**src/core/dpsm_pkg.sv**
```systemverilog
// Constants shared by the drive power state machine files.
package dpsm_pkg;

  // ********************************************************
  // Register byte offsets
  // ********************************************************
  localparam logic [7:0] A_CTRL = 8'h00;
  localparam logic [7:0] A_STAT = 8'h04;
  localparam logic [7:0] A_MREQ = 8'h08;
  localparam logic [7:0] A_MACT = 8'h0c;
  localparam logic [7:0] A_SUBM = 8'h10;
  localparam logic [7:0] A_OPT = 8'h14;
  localparam logic [7:0] A_ERR = 8'h18;
  localparam logic [7:0] A_SPD = 8'h1c;
  localparam logic [7:0] A_THR = 8'h20;

  // ********************************************************
  // Field positions
  // ********************************************************
  localparam int CW_SO = 0;
  localparam int CW_EV = 1;
  localparam int CW_QS = 2;
  localparam int CW_EO = 3;
  localparam int CW_FR = 7;
  localparam int CW_HALT = 8;
  localparam int SUB_CL = 0;
  localparam int SUB_SLOW = 7;
  localparam int OPT_QS = 0;
  localparam int OPT_SHUT = 4;
  localparam int OPT_DISOP = 8;
  localparam int OPT_HALT = 12;
  localparam int OPT_FLT = 16;

  // ********************************************************
  // Reset values
  // ********************************************************
  localparam logic [15:0] CW_RST = 16'h0000;
  localparam logic [7:0] MODE_RST = 8'h00;
  localparam logic [15:0] SUB_RST = 16'h0000;
  localparam logic [15:0] SUB_WMASK = 16'h0081;
  localparam logic [19:0] OPT_RST = 20'h21112;
  localparam logic [15:0] THR_RST = 16'h0010;

  // ********************************************************
  // Status codes, bits 6..0 of the status word
  // ********************************************************
  localparam logic [6:0] SW_NRDY = 7'h00;
  localparam logic [6:0] SW_SOD = 7'h40;
  localparam logic [6:0] SW_RDY = 7'h21;
  localparam logic [6:0] SW_SON = 7'h23;
  localparam logic [6:0] SW_OPEN = 7'h27;
  localparam logic [6:0] SW_QSA = 7'h07;
  localparam logic [6:0] SW_FRA = 7'h0f;
  localparam logic [6:0] SW_FLT = 7'h08;

  // ********************************************************
  // Reaction codes and ramp requests
  // ********************************************************
  localparam logic [3:0] OC_SLOW = 4'h1;
  localparam logic [3:0] OC_QUICK = 4'h2;
  localparam logic [3:0] OC_SLOW_STAY = 4'h5;
  localparam logic [3:0] OC_QUICK_STAY = 4'h6;
  localparam logic [1:0] RAMP_NONE = 2'h0;
  localparam logic [1:0] RAMP_SLOW = 2'h1;
  localparam logic [1:0] RAMP_QUICK = 2'h2;
  localparam logic [7:0] HALT_MODES = 8'h9e;

  // ********************************************************
  // Timing
  // ********************************************************
  localparam int CLK_PERIOD_NS = 25;
  localparam int CTRL_CYCLE_NS = 1000000;
  localparam int CYCLE_CLKS = CTRL_CYCLE_NS / CLK_PERIOD_NS;
  localparam int LPF_SHIFT = 3;
  localparam int HYST_DIV = 10;

endpackage

```
**src/core/dpsm_spd_if.sv**
```systemverilog
// Link between the state machine and the speed estimator.
`timescale 1ns/1ps
interface dpsm_spd_if;
  logic tick;
  logic [15:0] enc_pos;
  logic [15:0] thr;
  logic slow_en;
  logic [15:0] speed;
  logic slow_act;
  logic standstill;
  modport ctrl(output tick, enc_pos, thr, slow_en, input speed, slow_act, standstill);
  modport est(input tick, enc_pos, thr, slow_en, output speed, slow_act, standstill);
endinterface

```
**src/core/dpsm_speed.sv**
```systemverilog
// Speed estimator and slow-speed changeover of the drive.
`timescale 1ns/1ps
module dpsm_speed (
  // Clock, reset and freeze
  input wire logic ref_clk,
  input wire logic rst,
  input wire logic ce,
  // Link to the state machine
  dpsm_spd_if.est s
);

  logic [15:0] prev_pos;
  logic primed;
  logic [15:0] delta;
  logic [15:0] mag;
  logic signed [17:0] diff;
  logic [16:0] thr_hi;

  // Position change per control cycle; the cycle is fixed, so the change is the speed.
  assign delta = s.enc_pos - prev_pos;
  assign mag = delta[15] ? (~delta + 16'h0001) : delta;
  assign diff = $signed({2'b00, mag}) - $signed({2'b00, s.speed});
  assign thr_hi = {1'b0, s.thr} + 17'(s.thr / 16'(dpsm_pkg::HYST_DIV));

  // Low-pass filter; the first cycle only primes the old position to avoid a spike.
  always_ff @(posedge ref_clk) begin
    if (rst) begin
      prev_pos <= 16'h0000;
      primed <= 1'b0;
      s.speed <= 16'h0000;
      s.standstill <= 1'b1;
    end else if (ce && s.tick) begin
      prev_pos <= s.enc_pos;
      primed <= 1'b1;
      if (primed) begin
        s.speed <= s.speed + 16'(diff >>> dpsm_pkg::LPF_SHIFT);
        s.standstill <= (mag == 16'h0000) && (s.speed == 16'h0000);
      end
    end
  end

  // Changeover with hysteresis; standstill always falls back to closed loop.
  always_ff @(posedge ref_clk) begin
    if (rst) begin
      s.slow_act <= 1'b0;
    end else if (ce && s.tick) begin
      if (!s.slow_en || s.standstill) begin
        s.slow_act <= 1'b0;
      end else if (s.slow_act && ({1'b0, s.speed} > thr_hi)) begin
        s.slow_act <= 1'b0;
      end else if (!s.slow_act && (s.speed < s.thr)) begin
        s.slow_act <= 1'b1;
      end
    end
  end

endmodule

```
**src/core/dpsm_top.sv**
```systemverilog
// Power state machine of the drive with its register file on AHB-Lite.
//
// The register offsets and the AHB-Lite interface to the registers were left to the implementer.
`timescale 1ns/1ps
// Operation
// - Closed loop needs submode bit 0, auto-set.
// - Slow speed needs closed loop and bit 7.
// - Changeover at threshold with 10% hysteresis.
// - Standstill forces closed-loop operation.
// - Slow speed: constant current, vector control when needed.
// - Speed is filtered position change per cycle.
// - Commands via control word, state via status word.
// - Decode shutdown, switch on, enable operation.
// - Decode disable voltage and quick stop.
// - Quick stop resume needs rising edge.
// - Fault reset only on rising edge.
// - Status codes for not ready, disabled, faults.
// - Status codes for ready, on, enabled, quick stop.
// - Passed self test enters switch on disabled.
// - Unrecoverable error locks in not ready.
// - Mode request stored, mode in force shown.
// - Exit from enabled applies the shutdown or disable operation option.
// - Quick stop option selects stop and follow-up.
// - Halt bit brakes with the halt option.
// - Fault reaction brakes per code, error recorded.
module dpsm_top #(
  parameter int CYCLE_CLKS = dpsm_pkg::CYCLE_CLKS
) (
  // Clock, reset and freeze
  input wire logic ref_clk,
  input wire logic rst,
  input wire logic ce,
  // AHB-Lite slave
  input wire logic hsel,
  input wire logic [31:0] haddr,
  input wire logic [1:0] htrans,
  input wire logic hwrite,
  input wire logic [2:0] hsize,
  input wire logic [31:0] hwdata,
  input wire logic hready,
  output logic hreadyout,
  output logic hresp,
  output logic [31:0] hrdata,
  // Drive events
  input wire logic self_test_ok,
  input wire logic fault_event,
  input wire logic [15:0] fault_code,
  input wire logic unrecoverable,
  input wire logic autosetup_done,
  input wire logic ramp_done,
  input wire logic follow_err,
  input wire logic [15:0] enc_pos,
  // Drive control
  output logic power_on,
  output logic [1:0] ramp_sel,
  output logic halt_active,
  output logic closed_loop_en,
  output logic slow_speed_active,
  output logic vector_ctrl
);

  typedef enum logic [2:0] {
    ST_NRDY, ST_SOD, ST_RDY, ST_SON, ST_OPEN, ST_QSA, ST_FRA, ST_FLT
  } dpsm_state_e;
  typedef enum logic [2:0] {
    CMD_NONE, CMD_SHUT, CMD_SWON, CMD_DISV, CMD_QS, CMD_ENA
  } dpsm_cmd_e;

  dpsm_state_e state;
  dpsm_state_e next_state;
  dpsm_cmd_e cmd;
  logic [1:0] next_ramp;
  logic [15:0] cw;
  logic [15:0] cw_prev;
  logic [6:0] stat;
  logic [7:0] mode_req;
  logic [7:0] mode_act;
  logic [15:0] subm;
  logic [19:0] opt;
  logic [15:0] thr;
  logic [15:0] err_code;
  logic dead;
  logic [31:0] cyc_cnt;
  logic dp_wr;
  logic [7:0] dp_addr;
  logic rd_wait;
  logic ap;
  logic wr;
  logic fr_rise;
  logic qs_resume;
  logic qs_stay;
  logic halt_req;
  logic [3:0] qs_opt;

  dpsm_spd_if spd();

  // ********************************************************
  // Decoding helpers
  // ********************************************************

  // Control word to command; bit 7 set is the fault reset and matches no move here.
  function automatic dpsm_cmd_e cmd_decode(input logic [15:0] w);
    if (w[dpsm_pkg::CW_FR]) begin
      return CMD_NONE;
    end else if (!w[dpsm_pkg::CW_EV]) begin
      return CMD_DISV;
    end else if (!w[dpsm_pkg::CW_QS]) begin
      return CMD_QS;
    end else if (!w[dpsm_pkg::CW_SO]) begin
      return CMD_SHUT;
    end else if (!w[dpsm_pkg::CW_EO]) begin
      return CMD_SWON;
    end
    return CMD_ENA;
  endfunction

  // Reaction code to ramp request; codes without a ramp switch the driver off, except for a halt, which keeps it on.
  function automatic logic [1:0] ramp_for(input logic [3:0] c);
    if (c == dpsm_pkg::OC_SLOW || c == dpsm_pkg::OC_SLOW_STAY) begin
      return dpsm_pkg::RAMP_SLOW;
    end else if (c == dpsm_pkg::OC_QUICK || c == dpsm_pkg::OC_QUICK_STAY) begin
      return dpsm_pkg::RAMP_QUICK;
    end
    return dpsm_pkg::RAMP_NONE;
  endfunction

  // State to status code.
  function automatic logic [6:0] sw_of(input dpsm_state_e s);
    case (s)
      ST_NRDY: return dpsm_pkg::SW_NRDY;
      ST_SOD: return dpsm_pkg::SW_SOD;
      ST_RDY: return dpsm_pkg::SW_RDY;
      ST_SON: return dpsm_pkg::SW_SON;
      ST_OPEN: return dpsm_pkg::SW_OPEN;
      ST_QSA: return dpsm_pkg::SW_QSA;
      ST_FRA: return dpsm_pkg::SW_FRA;
      default: return dpsm_pkg::SW_FLT;
    endcase
  endfunction

  // Read multiplexer; unmapped words read as zero.
  function automatic logic [31:0] rd_mux(input logic [7:0] a);
    case (a)
      dpsm_pkg::A_CTRL: return {16'h0000, cw};
      dpsm_pkg::A_STAT: return {25'h0000000, stat};
      dpsm_pkg::A_MREQ: return {24'h000000, mode_req};
      dpsm_pkg::A_MACT: return {24'h000000, mode_act};
      dpsm_pkg::A_SUBM: return {16'h0000, subm};
      dpsm_pkg::A_OPT: return {12'h000, opt};
      dpsm_pkg::A_ERR: return {16'h0000, err_code};
      dpsm_pkg::A_SPD: return {15'h0000, spd.slow_act, spd.speed};
      dpsm_pkg::A_THR: return {16'h0000, thr};
      default: return 32'h00000000;
    endcase
  endfunction

  // ********************************************************
  // AHB-Lite slave
  // ********************************************************

  assign ap = hsel && htrans[1] && hready;
  assign wr = ce && dp_wr;

  // Zero-wait reads, except a read right behind a write, which waits one cycle
  // so that it returns the value just written rather than the stale one.
  always_ff @(posedge ref_clk) begin
    if (rst) begin
      dp_wr <= 1'b0;
      dp_addr <= 8'h00;
      rd_wait <= 1'b0;
      hreadyout <= 1'b1;
      hresp <= 1'b0;
      hrdata <= 32'h00000000;
    end else if (ce) begin
      dp_wr <= ap && hwrite;
      if (ap) begin
        dp_addr <= haddr[7:0];
      end
      if (ap && !hwrite) begin
        if (dp_wr) begin
          hreadyout <= 1'b0;
          rd_wait <= 1'b1;
        end else begin
          hrdata <= rd_mux(haddr[7:0]);
        end
      end
      if (rd_wait) begin
        hrdata <= rd_mux(dp_addr);
        hreadyout <= 1'b1;
        rd_wait <= 1'b0;
      end
    end
  end

  // Host registers; the host alone writes the command word.
  always_ff @(posedge ref_clk) begin
    if (rst) begin
      cw <= dpsm_pkg::CW_RST;
      mode_req <= dpsm_pkg::MODE_RST;
      opt <= dpsm_pkg::OPT_RST;
      thr <= dpsm_pkg::THR_RST;
    end else if (wr) begin
      if (dp_addr == dpsm_pkg::A_CTRL) begin
        cw <= hwdata[15:0];
      end
      if (dp_addr == dpsm_pkg::A_MREQ) begin
        mode_req <= hwdata[7:0];
      end
      if (dp_addr == dpsm_pkg::A_OPT) begin
        opt <= hwdata[19:0];
      end
      if (dp_addr == dpsm_pkg::A_THR) begin
        thr <= hwdata[15:0];
      end
    end
  end

  // Submode select; a finished auto setup wins over a software clear.
  always_ff @(posedge ref_clk) begin
    if (rst) begin
      subm <= dpsm_pkg::SUB_RST;
    end else if (ce) begin
      if (wr && dp_addr == dpsm_pkg::A_SUBM) begin
        subm <= hwdata[15:0] & dpsm_pkg::SUB_WMASK;
      end
      if (autosetup_done) begin
        subm[dpsm_pkg::SUB_CL] <= 1'b1;
      end
    end
  end

  // ********************************************************
  // Power state machine
  // ********************************************************

  assign cmd = cmd_decode(cw);
  assign fr_rise = cw[dpsm_pkg::CW_FR] && !cw_prev[dpsm_pkg::CW_FR];
  assign qs_resume = !cw[dpsm_pkg::CW_FR] && cw[dpsm_pkg::CW_EO] && cw[dpsm_pkg::CW_EV]
    && cw[dpsm_pkg::CW_SO] && !cw_prev[dpsm_pkg::CW_EO];
  assign qs_opt = opt[dpsm_pkg::OPT_QS +: 4];
  assign qs_stay = qs_opt == dpsm_pkg::OC_SLOW_STAY || qs_opt == dpsm_pkg::OC_QUICK_STAY;
  assign halt_req = cw[dpsm_pkg::CW_HALT] && mode_act[7:3] == 5'h00
    && dpsm_pkg::HALT_MODES[mode_act[2:0]];

  // Next state and ramp; a word that fits no move from the state leaves it alone.
  always_comb begin
    next_state = state;
    next_ramp = ramp_done ? dpsm_pkg::RAMP_NONE : ramp_sel;
    case (state)
      ST_NRDY: begin
        if (self_test_ok) begin
          next_state = ST_SOD;
        end
      end
      ST_SOD: begin
        if (cmd == CMD_SHUT) begin
          next_state = ST_RDY;
        end
      end
      ST_RDY: begin
        if (cmd == CMD_SWON) begin
          next_state = ST_SON;
        end else if (cmd == CMD_DISV || cmd == CMD_QS) begin
          next_state = ST_SOD;
        end
      end
      ST_SON: begin
        if (cmd == CMD_ENA) begin
          next_state = ST_OPEN;
        end else if (cmd == CMD_SHUT) begin
          next_state = ST_RDY;
        end else if (cmd == CMD_DISV || cmd == CMD_QS) begin
          next_state = ST_SOD;
        end
      end
      ST_OPEN: begin
        if (cmd == CMD_SWON) begin
          next_state = ST_SON;
          next_ramp = ramp_for(opt[dpsm_pkg::OPT_DISOP +: 4]);
        end else if (cmd == CMD_SHUT) begin
          next_state = ST_RDY;
          next_ramp = ramp_for(opt[dpsm_pkg::OPT_SHUT +: 4]);
        end else if (cmd == CMD_DISV) begin
          next_state = ST_SOD;
          next_ramp = dpsm_pkg::RAMP_NONE;
        end else if (cmd == CMD_QS) begin
          next_state = ST_QSA;
          next_ramp = ramp_for(qs_opt);
        end else if (halt_req) begin
          next_ramp = ramp_for(opt[dpsm_pkg::OPT_HALT +: 4]);
        end else begin
          next_ramp = dpsm_pkg::RAMP_NONE;
        end
      end
      ST_QSA: begin
        if (cmd == CMD_DISV) begin
          next_state = ST_SOD;
          next_ramp = dpsm_pkg::RAMP_NONE;
        end else if (!qs_stay && ramp_sel == dpsm_pkg::RAMP_NONE) begin
          next_state = ST_SOD;
        end else if (qs_stay && qs_resume) begin
          next_state = ST_OPEN;
        end
      end
      ST_FRA: begin
        if (ramp_sel == dpsm_pkg::RAMP_NONE) begin
          next_state = ST_FLT;
        end
      end
      ST_FLT: begin
        if (fr_rise) begin
          next_state = ST_SOD;
        end
      end
      default: begin
        next_state = ST_NRDY;
      end
    endcase
    if (fault_event && state != ST_NRDY && state != ST_FRA && state != ST_FLT) begin
      next_state = ST_FRA;
      next_ramp = ramp_for(opt[dpsm_pkg::OPT_FLT +: 4]);
    end
    if (unrecoverable || dead) begin
      next_state = ST_NRDY;
      next_ramp = dpsm_pkg::RAMP_NONE;
    end
  end

  // State, reaction outputs and the lock after an unrecoverable error.
  always_ff @(posedge ref_clk) begin
    if (rst) begin
      state <= ST_NRDY;
      ramp_sel <= dpsm_pkg::RAMP_NONE;
      power_on <= 1'b0;
      dead <= 1'b0;
      cw_prev <= dpsm_pkg::CW_RST;
      stat <= dpsm_pkg::SW_NRDY;
    end else if (ce) begin
      state <= next_state;
      ramp_sel <= next_ramp;
      power_on <= next_state == ST_OPEN || (next_state == ST_QSA && qs_stay)
        || next_ramp != dpsm_pkg::RAMP_NONE;
      dead <= dead || unrecoverable;
      cw_prev <= cw;
      stat <= sw_of(state);
    end
  end

  // Error record, mode in force and drive control flags.
  always_ff @(posedge ref_clk) begin
    if (rst) begin
      err_code <= 16'h0000;
      mode_act <= dpsm_pkg::MODE_RST;
      halt_active <= 1'b0;
      vector_ctrl <= 1'b0;
    end else if (ce) begin
      if (next_state == ST_FRA && state != ST_FRA) begin
        err_code <= fault_code;
      end
      mode_act <= mode_req;
      halt_active <= halt_req && state == ST_OPEN;
      vector_ctrl <= subm[dpsm_pkg::SUB_CL] && (!spd.slow_act || follow_err);
    end
  end

  // ********************************************************
  // Control cycle and speed estimator
  // ********************************************************

  // Control cycle tick; the estimator divides by this fixed period implicitly.
  always_ff @(posedge ref_clk) begin
    if (rst) begin
      cyc_cnt <= 32'h00000000;
      spd.tick <= 1'b0;
    end else if (ce) begin
      spd.tick <= cyc_cnt == 32'(CYCLE_CLKS - 1);
      cyc_cnt <= (cyc_cnt == 32'(CYCLE_CLKS - 1)) ? 32'h00000000 : cyc_cnt + 32'h00000001;
    end
  end

  assign spd.enc_pos = enc_pos;
  assign spd.thr = thr;
  assign spd.slow_en = subm[dpsm_pkg::SUB_CL] && subm[dpsm_pkg::SUB_SLOW];
  assign closed_loop_en = subm[dpsm_pkg::SUB_CL];
  assign slow_speed_active = spd.slow_act;

  dpsm_speed u_speed (
    .ref_clk(ref_clk),
    .rst(rst),
    .ce(ce),
    .s(spd)
  );
endmodule

```
**config.mk**
```make
export PLATFORM = sky130hd
export DESIGN_NAME = dpsm_top
export DESIGN_NICKNAME = d
export VERILOG_FILES = /design/src/core/dpsm_pkg.sv /design/src/core/dpsm_spd_if.sv /design/src/core/dpsm_speed.sv /design/src/core/dpsm_top.sv
export SDC_FILE = /design/constraint.sdc
export NUM_CORES = 1
export LEC_CHECK = 0
export BUFFER_PORTS_ARGS = -buffer_cell sky130_fd_sc_hd__buf_2
export CAP_MARGIN = 5
export CORE_MARGIN = 8
export CORE_UTILIZATION = 50
export DETAILED_ROUTE_END_ITERATION = 12
export GPL_TIMING_DRIVEN = 0
export PLACE_DENSITY = 0.76
export SLEW_MARGIN = 5
export SYNTH_ARGS = -nofsm -noshare
export SYNTH_HDL_FRONTEND = slang
export SYNTH_HIERARCHICAL = 1
export SYNTH_SLANG_ARGS = --single-unit
```
**constraint.sdc**
```tcl
create_clock -name ref_clk -period 21.9 [get_ports ref_clk]
set_input_delay 3.285 -clock ref_clk [delete_from_list [all_inputs] [get_ports ref_clk]]
set_output_delay 3.285 -clock ref_clk [all_outputs]
set_load 0.05 [all_outputs]
```
Yosys cells after proc, flatten, opt, wreduce, memory -nomap -nowiden
Memory sizes are Yosys's and may differ from the RTL's. A register that Yosys moved wholly into a read port is not among the register bits.
Index checks and enable logic that the tools add are counted.
{ "word_totals": {"register_bits": 221, "rom_bits": 8, "n_memories": 1} }
{ "mem_list": {"columns": ["name", "depth", "width", "rd", "rd_clocked_by_memory_dff", "write_ports", "line_no", "source"], "rows": [
  ["(name not given)", 8, 1, 1, 1, 0, "dpsm_top.sv:243", "&& dpsm_pkg::HALT_MODES[mode_act[2:0]];"]
]} }
{ "op_classes": {"add_sub_neg": 6, "div": 1, "n_lt_le_gt_ge": 3, "n_eq_ne": 55, "mux": 103, "n_bitwise": 1, "n_reduce_logical": 76} }
{ "op_table": {"columns": ["op", "n"], "rows": [
  ["$pmux W20 S9", 2],
  ["$mux W32", 4],
  ["$mux W3", 25],
  ["$eq A8 B5 Y1 const B", 8],
  ["$pmux W7 S7", 1],
  ["$mux W2", 24],
  ["$mux W1", 44],
  ["$eq A4 B3 Y1 const B", 10],
  ["$add A32 B1 Y32 const B", 1],
  ["$eq A32 B16 Y1 const B", 1],
  ["$eq A8 B4 Y1 const B", 4],
  ["$logic_not A16 Y1", 2],
  ["$eq A3 B3 Y1 const B", 9],
  ["$logic_and A1 B1 Y1", 27],
  ["$pmux W3 S8", 1],
  ["$eq A4 B1 Y1 const B", 5],
  ["$eq A4 B2 Y1 const B", 5],
  ["$reduce_and A2 Y1", 10],
  ["$add A16 B17 Y17", 1],
  ["$div A16 B4 Y17 const B", 1],
  ["$gt A16 B17 Y1", 1],
  ["$logic_or A1 B1 Y1", 17],
  ["$sub A16 B16 Y17", 1],
  ["$add A16 B1 Y16 const B", 1],
  ["other kinds (21)", 40]
]} }

Depth between registers and ports, before layout
Gate-level depths: netlist of the first run.
{ "logic_depth": {"depth_word": 23, "depth_mapped": 41, "mapped_depth_nobuf": 37} }

Cells and area by module
Netlist of the first run, hierarchy kept.
{ "modules_own_cells": {"columns": ["mod", "instances", "cells_per_inst", "area_each_um2"], "rows": [
  ["dpsm_top", 1, 1100, 9258.9],
  ["dpsm_speed", 1, 869, 6253.5]
]} }

Worst setup path before layout of the first run
No wires, ideal clock.
{ "synth_path": {"path_kind": "in2reg", "start": "input port enc_pos[1]", "end": "register u_speed.s.speed[15]", "arrival_ns": 9.910, "required_ns": 21.830, "slack_ns": 11.920, "cell_stages": 32, "path_cell_list": "ha_1 nor2b_1 o21ai_0 a21boi_0 o21a_1 o21a_1 o31ai_1 o221ai_1 o31ai_1 xor2_1 clkbuf_1 nand2_1 xor2_1 ha_1 a21boi_0 o21ai_0 a21boi_0 o21a_1 o21a_1 or2_2 a221o_1 o41a_1 a21o_1 a21oi_1 xnor2_1 ha_1 a21o_1 a31oi_1 o21ai_0 xnor2_1 or3_1 a21oi_1"} }
{ "synth_via": {"elab_chain_cells": 6} }
{ "synth_rtl": {"columns": ["item", "line_no", "source"], "rows": [
  ["start, declared", "dpsm_top.sv:52", "input wire logic [15:0] enc_pos,"],
  ["$sub A16 B16 Y16 (*)", "dpsm_speed.sv:20", "assign delta = s.enc_pos - prev_pos;"],
  ["$not A16 Y16", "dpsm_speed.sv:21", "assign mag = delta[15] ? (~delta + 16'h0001) : delta;"],
  ["$add A16 B1 Y16", "dpsm_speed.sv:21", null],
  ["$mux W16 (*)", "dpsm_speed.sv:21", null],
  ["$sub A16 B16 Y17 (*)", "dpsm_speed.sv:22", "assign diff = $signed({2'b00, mag}) - $signed({2'b00, s.speed});"],
  ["$add A16 B16 Y16 (*)", "dpsm_speed.sv:36", "s.speed <= s.speed + 16'(diff >>> dpsm_pkg::LPF_SHIFT);"],
  ["end signal, assigned", "dpsm_speed.sv:36", null],
  ["end, declared", "dpsm_spd_if.sv:12", "modport est(input tick, enc_pos, thr, slow_en, output speed, slow_act, standstill);"]
]} }
Mark *: on every way between the ends. The rest lies on a longest branch, timed or not.
A chain may end at the register's enable or synchronous reset.

Worst setup path after layout of the first run
Ends and elaborated chain as after synthesis.

==> results of run 1 <==
cell type report:
type	instances	area [µm²]	area share [%]
multi-input combinational	1556	10500	60.3
sequential	203	4060	23.3
clock buffer	31	678	3.89
buffer	122	603	3.46
tap	396	495	2.84
timing repair buffer	98	490	2.81
inverter	100	375	2.15
clock inverter	15	214	1.23
cells by family after synthesis:
group	share of synthesized area (%)
AO/OA/AOI/OAI	21.0
XOR/XNOR	5.25
adder cells (fa/ha/maj)	7.81
buffers and inverters	6.31
flip-flops	26.2
multiplexers	9.62
other	0.0242
AND/OR/NAND/NOR	23.8
cell usage in the layout (no fill, tap or decap), drive strengths merged, types with 11 or more instances in the layout:
master	count
nor3	52
a21o	27
buf	161
nor4	26
a221oi	11
and2	13
nor2b	15
dfxtp	203
a211oi	14
o31ai	18
mux4	13
nand4	28
o22ai	25
nor2	208
clkinv	11
nand2	200
o21ai	52
xnor2	54
a31oi	24
a21oi	151
o21a	17
o21bai	25
inv	98
mux2i	94
ha	92
xor2	39
clkbuf	90
conb	13
a22oi	26
or3	13
mux2	23
nand2b	49
nand3	64
and3	15
o211ai	11
path summary, 6_finish.rpt:
kind,endpoint,slack (ns),depth (start not counted)
setup / recovery,u_speed/s.speed[15],11.39,33
hold / removal,u_speed/prev_pos[4],0.45,2
setup reg to reg,u_speed/s.slow_act,12.95,38
hold reg to reg,u_speed/prev_pos[4],0.45,2
layer usage:
layer / GRT usage, % / wire length, µm
met1: 37.5 / 22800
met2: 44.9 / 23300
met3: 5.86 / 5530
met4: 13.1 / 2870
met5: 0 / 12
metrics by stage:
stage,util (%),worst slack (ns)
6_report,57.0,11.39
5_1_grt,57.0,10.76
4_1_cts,57.0,11.47
3_5_place_dp,54.1,10.94
3_3_place_gp,54.1,11.07
2_1_floorplan,-,11.92
worst reg2reg max path: cells and delay by family (launching register included):
kind            cells  cell delay, ns
fa+ha+maj           3            0.96
simple gates        8            1.48
compound gates     21            4.44
flops               1            0.53
buf+inv             4            1.07
mux                 1            0.27
xor+xnor            1            0.12
sequential cells by signal, summed over array words and instances, names as in the netlist, 2 cells and up, named ones only:
| name | cells |
|---|---|
| u_speed/prev_pos | 16 |
| err_code | 16 |
| ramp_sel | 2 |
| cyc_cnt | 32 |
| mode_req | 8 |
| spd.thr | 16 |
| mode_act | 8 |
| dp_addr | 8 |
| hrdata | 20 |
| subm | 2 |
| opt | 20 |
| stat | 6 |
| cw_prev | 2 |
| cw | 16 |
| state | 3 |
| u_speed/s.speed | 16 |
where the power goes:
group	leakage (nW)	switching (mW)	internal, mW	total, mW
clock network	0.435	0.178	0.270	0.448
registers	1.64	0.00257	0.372	0.374
logic	4.79	0.104	0.0633	0.167
==> flow_metrics.tcl, run 1 <==
set metrics [dict create \
    vdd_ir_drop_max_mv 0.0577 \
    grt_max_degree 14 \
    core_area_um2 30600 \
    syn_to_final_growth_pct 12.4 \
    cts_tree "yes" \
    synth_area_um2 15500 \
    drive_above_1_share_pct 12.8 \
    cp.arrival_ns 10.99 \
    tns_ns 0 \
    grt_antenna_before_repair 1 \
    relSlewSlack_pct 32.1 \
    start_kind "primary input" \
    place_inst 2475 \
    hold_viol 0 \
    cpLargestDelayFamily "compound AO/OA/AOI/OAI gates" \
    power_density_nw_per_um2 56.7 \
    post-cts-setup-buffers 0 \
    clock-sinks 203 \
    yosys_warnings 6 \
    outcome "completed" \
    p_total_mw 0.989 \
    crit_fanout 10 \
    final_cells 2521 \
    end_kind "register" \
    dp_hpwl_um 41600 \
    worstMarginPinSlew_ns 1.01 \
    num_vias 15800 \
    yosysMostFrequentCell "nor2_1" \
    yosysSeqAreaShare_pct 26.2 \
    synthFlopType "dfxtp_1" \
    cts_resized 0 \
    die_h_um 192 \
    period_needed_ns 10.51 \
    synth_edf_count 0 \
    synth-seq-cells 203 \
    slew_violations 0 \
    clkTransAtPathRegs_ns 0.06 \
    cts_root_buffer "clkbuf_16" \
    period_share_pct 48.0 \
    grt_pass1_vias 15100 \
    worst_hold_path_type "register to register" \
    slowest_delay_ns 0.49 \
    postLayoutCellArea_um2 17400 \
    required_ns 22.38 \
    drc 0 \
    ioPinCount 154 \
    path_buf_inv 2 \
    synth_area_leaders "dfxtp_1, ha_1, mux2i_1, nor2_1, a21oi_1" \
    setup_viol 0 \
    num_antenna_cells 0 \
    vias_per_cell 6.27 \
    place.gp.congestion 0.998 \
    timing.fmax_mhz 95.2 \
    rsz0062_at_grt "false" \
    drt_iter0_drc 1800 \
    io_buffers 98 \
    synth.distinct_cells 107 \
    numCtsBuffers 25 \
    fin_skew_ns 0.0117 \
    grt_pass1_wl_um 84700 \
    async_flop_share_pct 0 \
    crit_type "primary input to register" \
    syn_area_per_cell_um2 7.88 \
    cts.htree.levels 1 \
    die-area_um2 36900 \
    initial_core_util_pct 50.7 \
    clk-insertion-delay-late_ns 0.55 \
    ant_nets 0 \
    final_nets 2314 \
    fill_cells 2858 \
    synth_top_area_cell "dfxtp_1" \
    max-cap-violations 0 \
    synth_top_area_share_pct 26.2 \
    whs_ns 0.452 \
    p_leak_nw 6.86 \
    cts_buffer_depth 3 \
    die_x_um 192 \
    netlist_instances 1969 \
    gr-usage-all-layers_pct 28.7 \
    r2r_start "spd.thr[13]" \
    cpMostUsedCell "o21a_1" \
    wl_um 54500 \
    grt_overflow_total 0 \
    hold_buffers 0 \
    place_area_um2 16500 \
    crit_path_start "enc_pos[1]" \
    row_count 64 \
    synth_commonest_cells "nor2_1, dfxtp_1, nand2_1" \
    min_from "u_speed/prev_pos[4]" \
    drt-pass1-iter-count 6 \
    avgRoutedWirePerCell_um 21.6 \
    crit_path_top_delay_cell "xor2_1" \
]
Note: power is estimated with default switching activity, not from simulation.
==> run 2: changes to the inputs <==
- PLACE_DENSITY: 0.76 -> 0.79
- clock period: 21.9 -> 9.12 ns (I/O delays scaled with it)
==> flow_metrics.tcl, run 2 (synthesized netlist as in run 1, its figures left out) <==
set metrics [dict create \
    die-area_um2 36900 \
    crit_type "register to register" \
    final_nets 2315 \
    ioPinCount 154 \
    final_common_cell "nor2_1" \
    layout_common_cells "nor2_1, nand2_1, dfxtp_1" \
    setup_viol 0 \
    grt_pass1_wl_um 84400 \
    outcome "completed" \
    r2r_start "spd.thr[12]" \
    period_needed_ns 8.53 \
    slowest_delay_ns 0.55 \
    cp.arrival_ns 8.99 \
    worstMarginPinSlew_ns 1.08 \
    grt_pass1_vias 14900 \
    reg_top3 "cyc_cnt: 32 flops, hrdata: 20 flops, opt: 20 flops" \
    hold_buffers 0 \
    wl_um 55100 \
    fin_skew_ns 0.0262 \
    whs_ns 0.453 \
    crit_path_top_delay_cell "or4b_4" \
    grt_overflow_total 0 \
    start_kind "register" \
    place.gp.congestion 1.03 \
    tns_ns 0 \
    ant_nets 0 \
    initial_core_util_pct 50.7 \
    p_total_mw 2.43 \
    final_cells 2522 \
    drt_iter0_drc 1822 \
    seq_area_um2 4070 \
    place_inst 2475 \
    worst_hold_path_type "register to register" \
    place_area_um2 16500 \
    cts_root_buffer "clkbuf_16" \
    multiInputGateArea_um2 10500 \
    crit_path_start "spd.thr[12]" \
    fill_cells 2842 \
    cts_tree "yes" \
    required_ns 9.58 \
    slew_violations 0 \
    gr-usage-all-layers_pct 28.7 \
    num_vias 15900 \
    met2_length_um 24200 \
    vdd_ir_drop_max_mv 0.141 \
    top_register "cyc_cnt" \
    relSlewSlack_pct 28.0 \
    clock-sinks 203 \
    min_from "u_speed/prev_pos[9]" \
    drt-met1-wl_um 23000 \
    dp_hpwl_um 42000 \
    cts_buffer_depth 3 \
    end_kind "register" \
    power_density_nw_per_um2 139 \
    wl_met3_um 5740 \
    syn_to_final_growth_pct 13.0 \
    highest_layer "met4" \
    die_x_um 192 \
    grt_max_degree 15 \
    timing.fmax_mhz 117 \
    rsz0062_at_grt "true" \
    vias_per_cell 6.32 \
    clk-insertion-delay-late_ns 0.56 \
    postLayoutCellArea_um2 17500 \
    max-cap-violations 0 \
    clkTransAtPathRegs_ns 0.06 \
    die_h_um 192 \
    drc 0 \
    io_buffers 98 \
    avgRoutedWirePerCell_um 21.8 \
    cpMostUsedCell "a21oi_1" \
    core_area_um2 30600 \
    drt-pass1-iter-count 6 \
    row_count 64 \
    numCtsBuffers 24 \
    largest_reg_flops 32 \
    period_share_pct 93.5 \
    cts.htree.levels 1 \
    grt_antenna_before_repair 0 \
    crit_fanout 10 \
    drive_above_1_share_pct 13.2 \
    hold_viol 0 \
    p_leak_nw 6.91 \
]
run 2: worst paths after layout:
check,end,slack (ns),cells after the start
max,u_speed/s.slow_act,0.59,37
min,u_speed/prev_pos[9],0.45,2
max reg2reg,u_speed/s.slow_act,0.59,37
min reg2reg,u_speed/prev_pos[9],0.45,2
run 2: critical path: cells and delay by family, from the launching register on:
kind | cells | cell delay [ns]
AOI/OAI and AO/OA | 21 | 4.36
xor gates and xnor gates | 1 | 0.11
adders and majority gates | 3 | 0.95
buffers and inverters | 4 | 0.90
DFF | 1 | 0.40
and+or+nand+nor | 8 | 1.75
run 2: cell type report:
cell class              instances  share of cell area [%]
flip-flops and latches        203                    23.2
clock buffers                  32                    3.94
repair buffers                100                    2.88
inverters                     100                    2.14
multi-input cells            1556                    60.1
plain buffers                 122                    3.45
well taps                     396                    2.83
diodes                          1                  0.0143
clock inverters                12                    1.44
run 2: repair_timing:
item	4_1_cts	5_1_grt
endpoints found under the setup margin	0	2
setup buffers	0	2
gates resized for setup	0	7
endpoints found under the hold margin	0	0
run 2: per-layer routing:
metal / up-vias / global-route usage (%)
met5: - / 0
li1: 7391 / -
met2: 858 / 45.4
met1: 7538 / 38.0
met4: 0 / 10.7
met3: 148 / 5.95
run 2: power by group:
group	internal [mW]	total, mW	switching, mW	leakage, nW
Sequential	0.892	0.899	0.00631	1.64
Clock	0.708	1.13	0.420	0.454
Combinational	0.153	0.406	0.254	4.81
run 2: through the flow:
step | setup WS (ns) | utilization (%)
3_5_place_dp | -0.0582 | 54.1
3_3_place_gp | 0.191 | 54.1
2_1_floorplan | 1.06 | -
4_1_cts | 0.467 | 57.2
5_1_grt | -0.0831 | 57.3
6_report | 0.592 | 57.3
==> run 3: changes to the inputs <==
- ABC_AREA: default -> 1
==> flow_metrics.tcl, run 3 <==
set metrics [dict create \
    reg_top3 "cyc_cnt: 32 flops, hrdata: 20 flops, opt: 20 flops" \
    largest_reg_flops 32 \
    drt-pass1-iter-count 6 \
    tns_ns 0 \
    max-cap-violations 0 \
    p_leak_nw 7.69 \
    crit_fanout 5 \
    final_nets 2543 \
    initial_core_util_pct 50.9 \
    hold_depth 2 \
    grt_pass1_wl_um 80200 \
    avgRoutedWirePerCell_um 18.9 \
    cts.htree.levels 1 \
    synth_area_leaders "dfxtp_1, nand2_1, inv_1, ha_1, a21oi_1" \
    slowest_delay_ns 0.35 \
    min_from "opt[18]" \
    end_kind "register" \
    ant_nets 0 \
    utilization_pct 58.2 \
    yosysMostFrequentCell "nand2_1" \
    cts_root_buffer "clkbuf_16" \
    async_flop_share_pct 0 \
    drt_iter0_drc 1507 \
    period_needed_ns 8.56 \
    yosysSeqAreaShare_pct 27.7 \
    vdd_ir_drop_max_mv 0.121 \
    ioPinCount 154 \
    timing.fmax_mhz 117 \
    cpLargestDelayFamily "compound AO/OA/AOI/OAI gates" \
    r2r_start "u_speed/prev_pos[2]" \
    gr-usage-all-layers_pct 28.1 \
    final_common_cell "nand2_1" \
    drc 0 \
    synth_top_area_share_pct 27.7 \
    grt_overflow_total 0 \
    worstRegToRegCells 58 \
    grt_max_degree 13 \
    crit_path_top_delay_cell "ha_1" \
    r2r_slack_ns 1.16 \
    synth_edf_count 0 \
    grt_antenna_before_repair 4 \
    power_density_nw_per_um2 143 \
    synth_commonest_cells "nand2_1, inv_1, dfxtp_1" \
    syn_to_final_growth_pct 14.2 \
    die_x_um 187 \
    worst_hold_path_type "register to register" \
    synth.distinct_cells 62 \
    outcome "completed" \
    synth_top_area_cell "dfxtp_1" \
    syn_area_per_cell_um2 6.71 \
    setup_viol 0 \
    required_ns 9.57 \
    setup_slack_ns 0.563 \
    netlist_instances 2185 \
    die-area_um2 35100 \
    top_register "cyc_cnt" \
    wl_um 51800 \
    period_share_pct 93.8 \
    reg2reg_to "u_speed/s.speed[15]" \
    clk-insertion-delay-late_ns 0.53 \
    path_buf_inv 12 \
    relSlewSlack_pct 31.5 \
    slew_violations 0 \
    vias_per_cell 5.71 \
    place_ws_ns -0.439 \
    p_total_mw 2.39 \
    die_h_um 187 \
    yosys_warnings 6 \
    layout_common_cells "nand2_1, inv_1, dfxtp_1" \
    synth-seq-cells 203 \
    dp_hpwl_um 40200 \
    cpMostUsedCell "inv_1" \
    hold_viol 0 \
    drive_above_1_share_pct 13.9 \
    num_vias 15600 \
    clock-sinks 203 \
    start_kind "primary input" \
    core_area_um2 28800 \
    crit_type "primary input to register" \
    clkTransAtPathRegs_ns 0.06 \
    cp.arrival_ns 9.01 \
    grt_pass1_vias 14800 \
    io_buffers 100 \
    hold_end "opt[18]" \
    fin_skew_ns 0.0133 \
    row_count 62 \
    cts_tree "yes" \
    numCtsBuffers 25 \
    cts_buffer_depth 3 \
    synth_area_um2 14700 \
    place.gp.congestion 1.02 \
    worstMarginPinSlew_ns 1.02 \
    synthFlopType "dfxtp_1" \
]
-- run 3: cell count changes after synthesis, moves of 48 or more --
cell      delta
o21ai_0    +144
nand2b_1    -48
inv_1      +225
nand2_1    +144
a21oi_1     +49
nand3_1     +85
mux2i_1     -93
-- run 3: worst max path at each step --
stage,from,to,slack [ns],cells after the start
after CTS,enc_pos[2],u_speed/s.speed[15],0.09,58
after floorplan,enc_pos[2],u_speed/s.speed[15],0.69,57
after global routing,enc_pos[0],u_speed/s.speed[15],-0.16,61
final,enc_pos[2],u_speed/s.speed[15],0.56,58
after detailed placement,enc_pos[2],u_speed/s.speed[15],-0.44,58
after global placement,enc_pos[2],u_speed/s.speed[15],-0.16,58
-- run 3: what timing repair did --
| item | 4_1_cts | 5_1_grt |
|---|---|---|
| hold buffers | 0 | 0 |
| setup endpoints to repair | 1 | 4 |
| pin swaps | 0 | 18 |
| gates resized for setup | 1 | 24 |
| setup buffers | 0 | 11 |
-- run 3: logic make-up after synthesis --
group           synth area share (%)
compound gates                  20.1
xor+xnor                        4.60
fa+ha+maj                       8.26
buf+inv                         11.9
flops                           27.7
mux                           0.0683
other cells                   0.0256
simple gates                    27.3
-- run 3: cell type report --
class	instances	area, µm²
Clock inverter	9	150
Fill cell	2746	12000
Timing Repair Buffer	111	583
Buffer	77	409
Antenna cell	3	7.51
Tap cell	384	480
Inverter	351	1340
Clock buffer	34	719
Multi-Input combinational cell	1566	8990
Sequential cell	203	4060
-- run 3: per-stage QoR --
| stage | cell area (µm²) | cells | hold slack, ns |
|---|---|---|---|
| 2_1_floorplan | 14700 | 2197 | 0.425 |
| 3_3_place_gp | 15700 | 2681 | 0.437 |
| 3_5_place_dp | 15700 | 2681 | 0.447 |
| 4_1_cts | 16600 | 2724 | 0.456 |
| 5_1_grt | 16700 | 2736 | 0.481 |
| 6_report | 16700 | 2738 | 0.452 |
-- run 3: power by group --
part	switching, mW	internal [mW]
Combinational	0.267	0.155
Sequential	0.0117	0.901
Clock	0.398	0.661
-- run 3: tightest hold or removal path, stage by stage, from the launching register on --
cell	delay, ns
dfxtp_1	0.30
inv_1	0.05
a21oi_1	0.05
-- run 3: metal layers --
layer / global-route usage, % / part of all wire [%] / vias to the layer above
met5: 0 / 0.044 / -
met4: 11.9 / 4.6 / 4
met3: 4.90 / 8.3 / 154
met2: 46.1 / 45 / 695
met1: 35.9 / 42 / 7228
li1: - / - / 7546
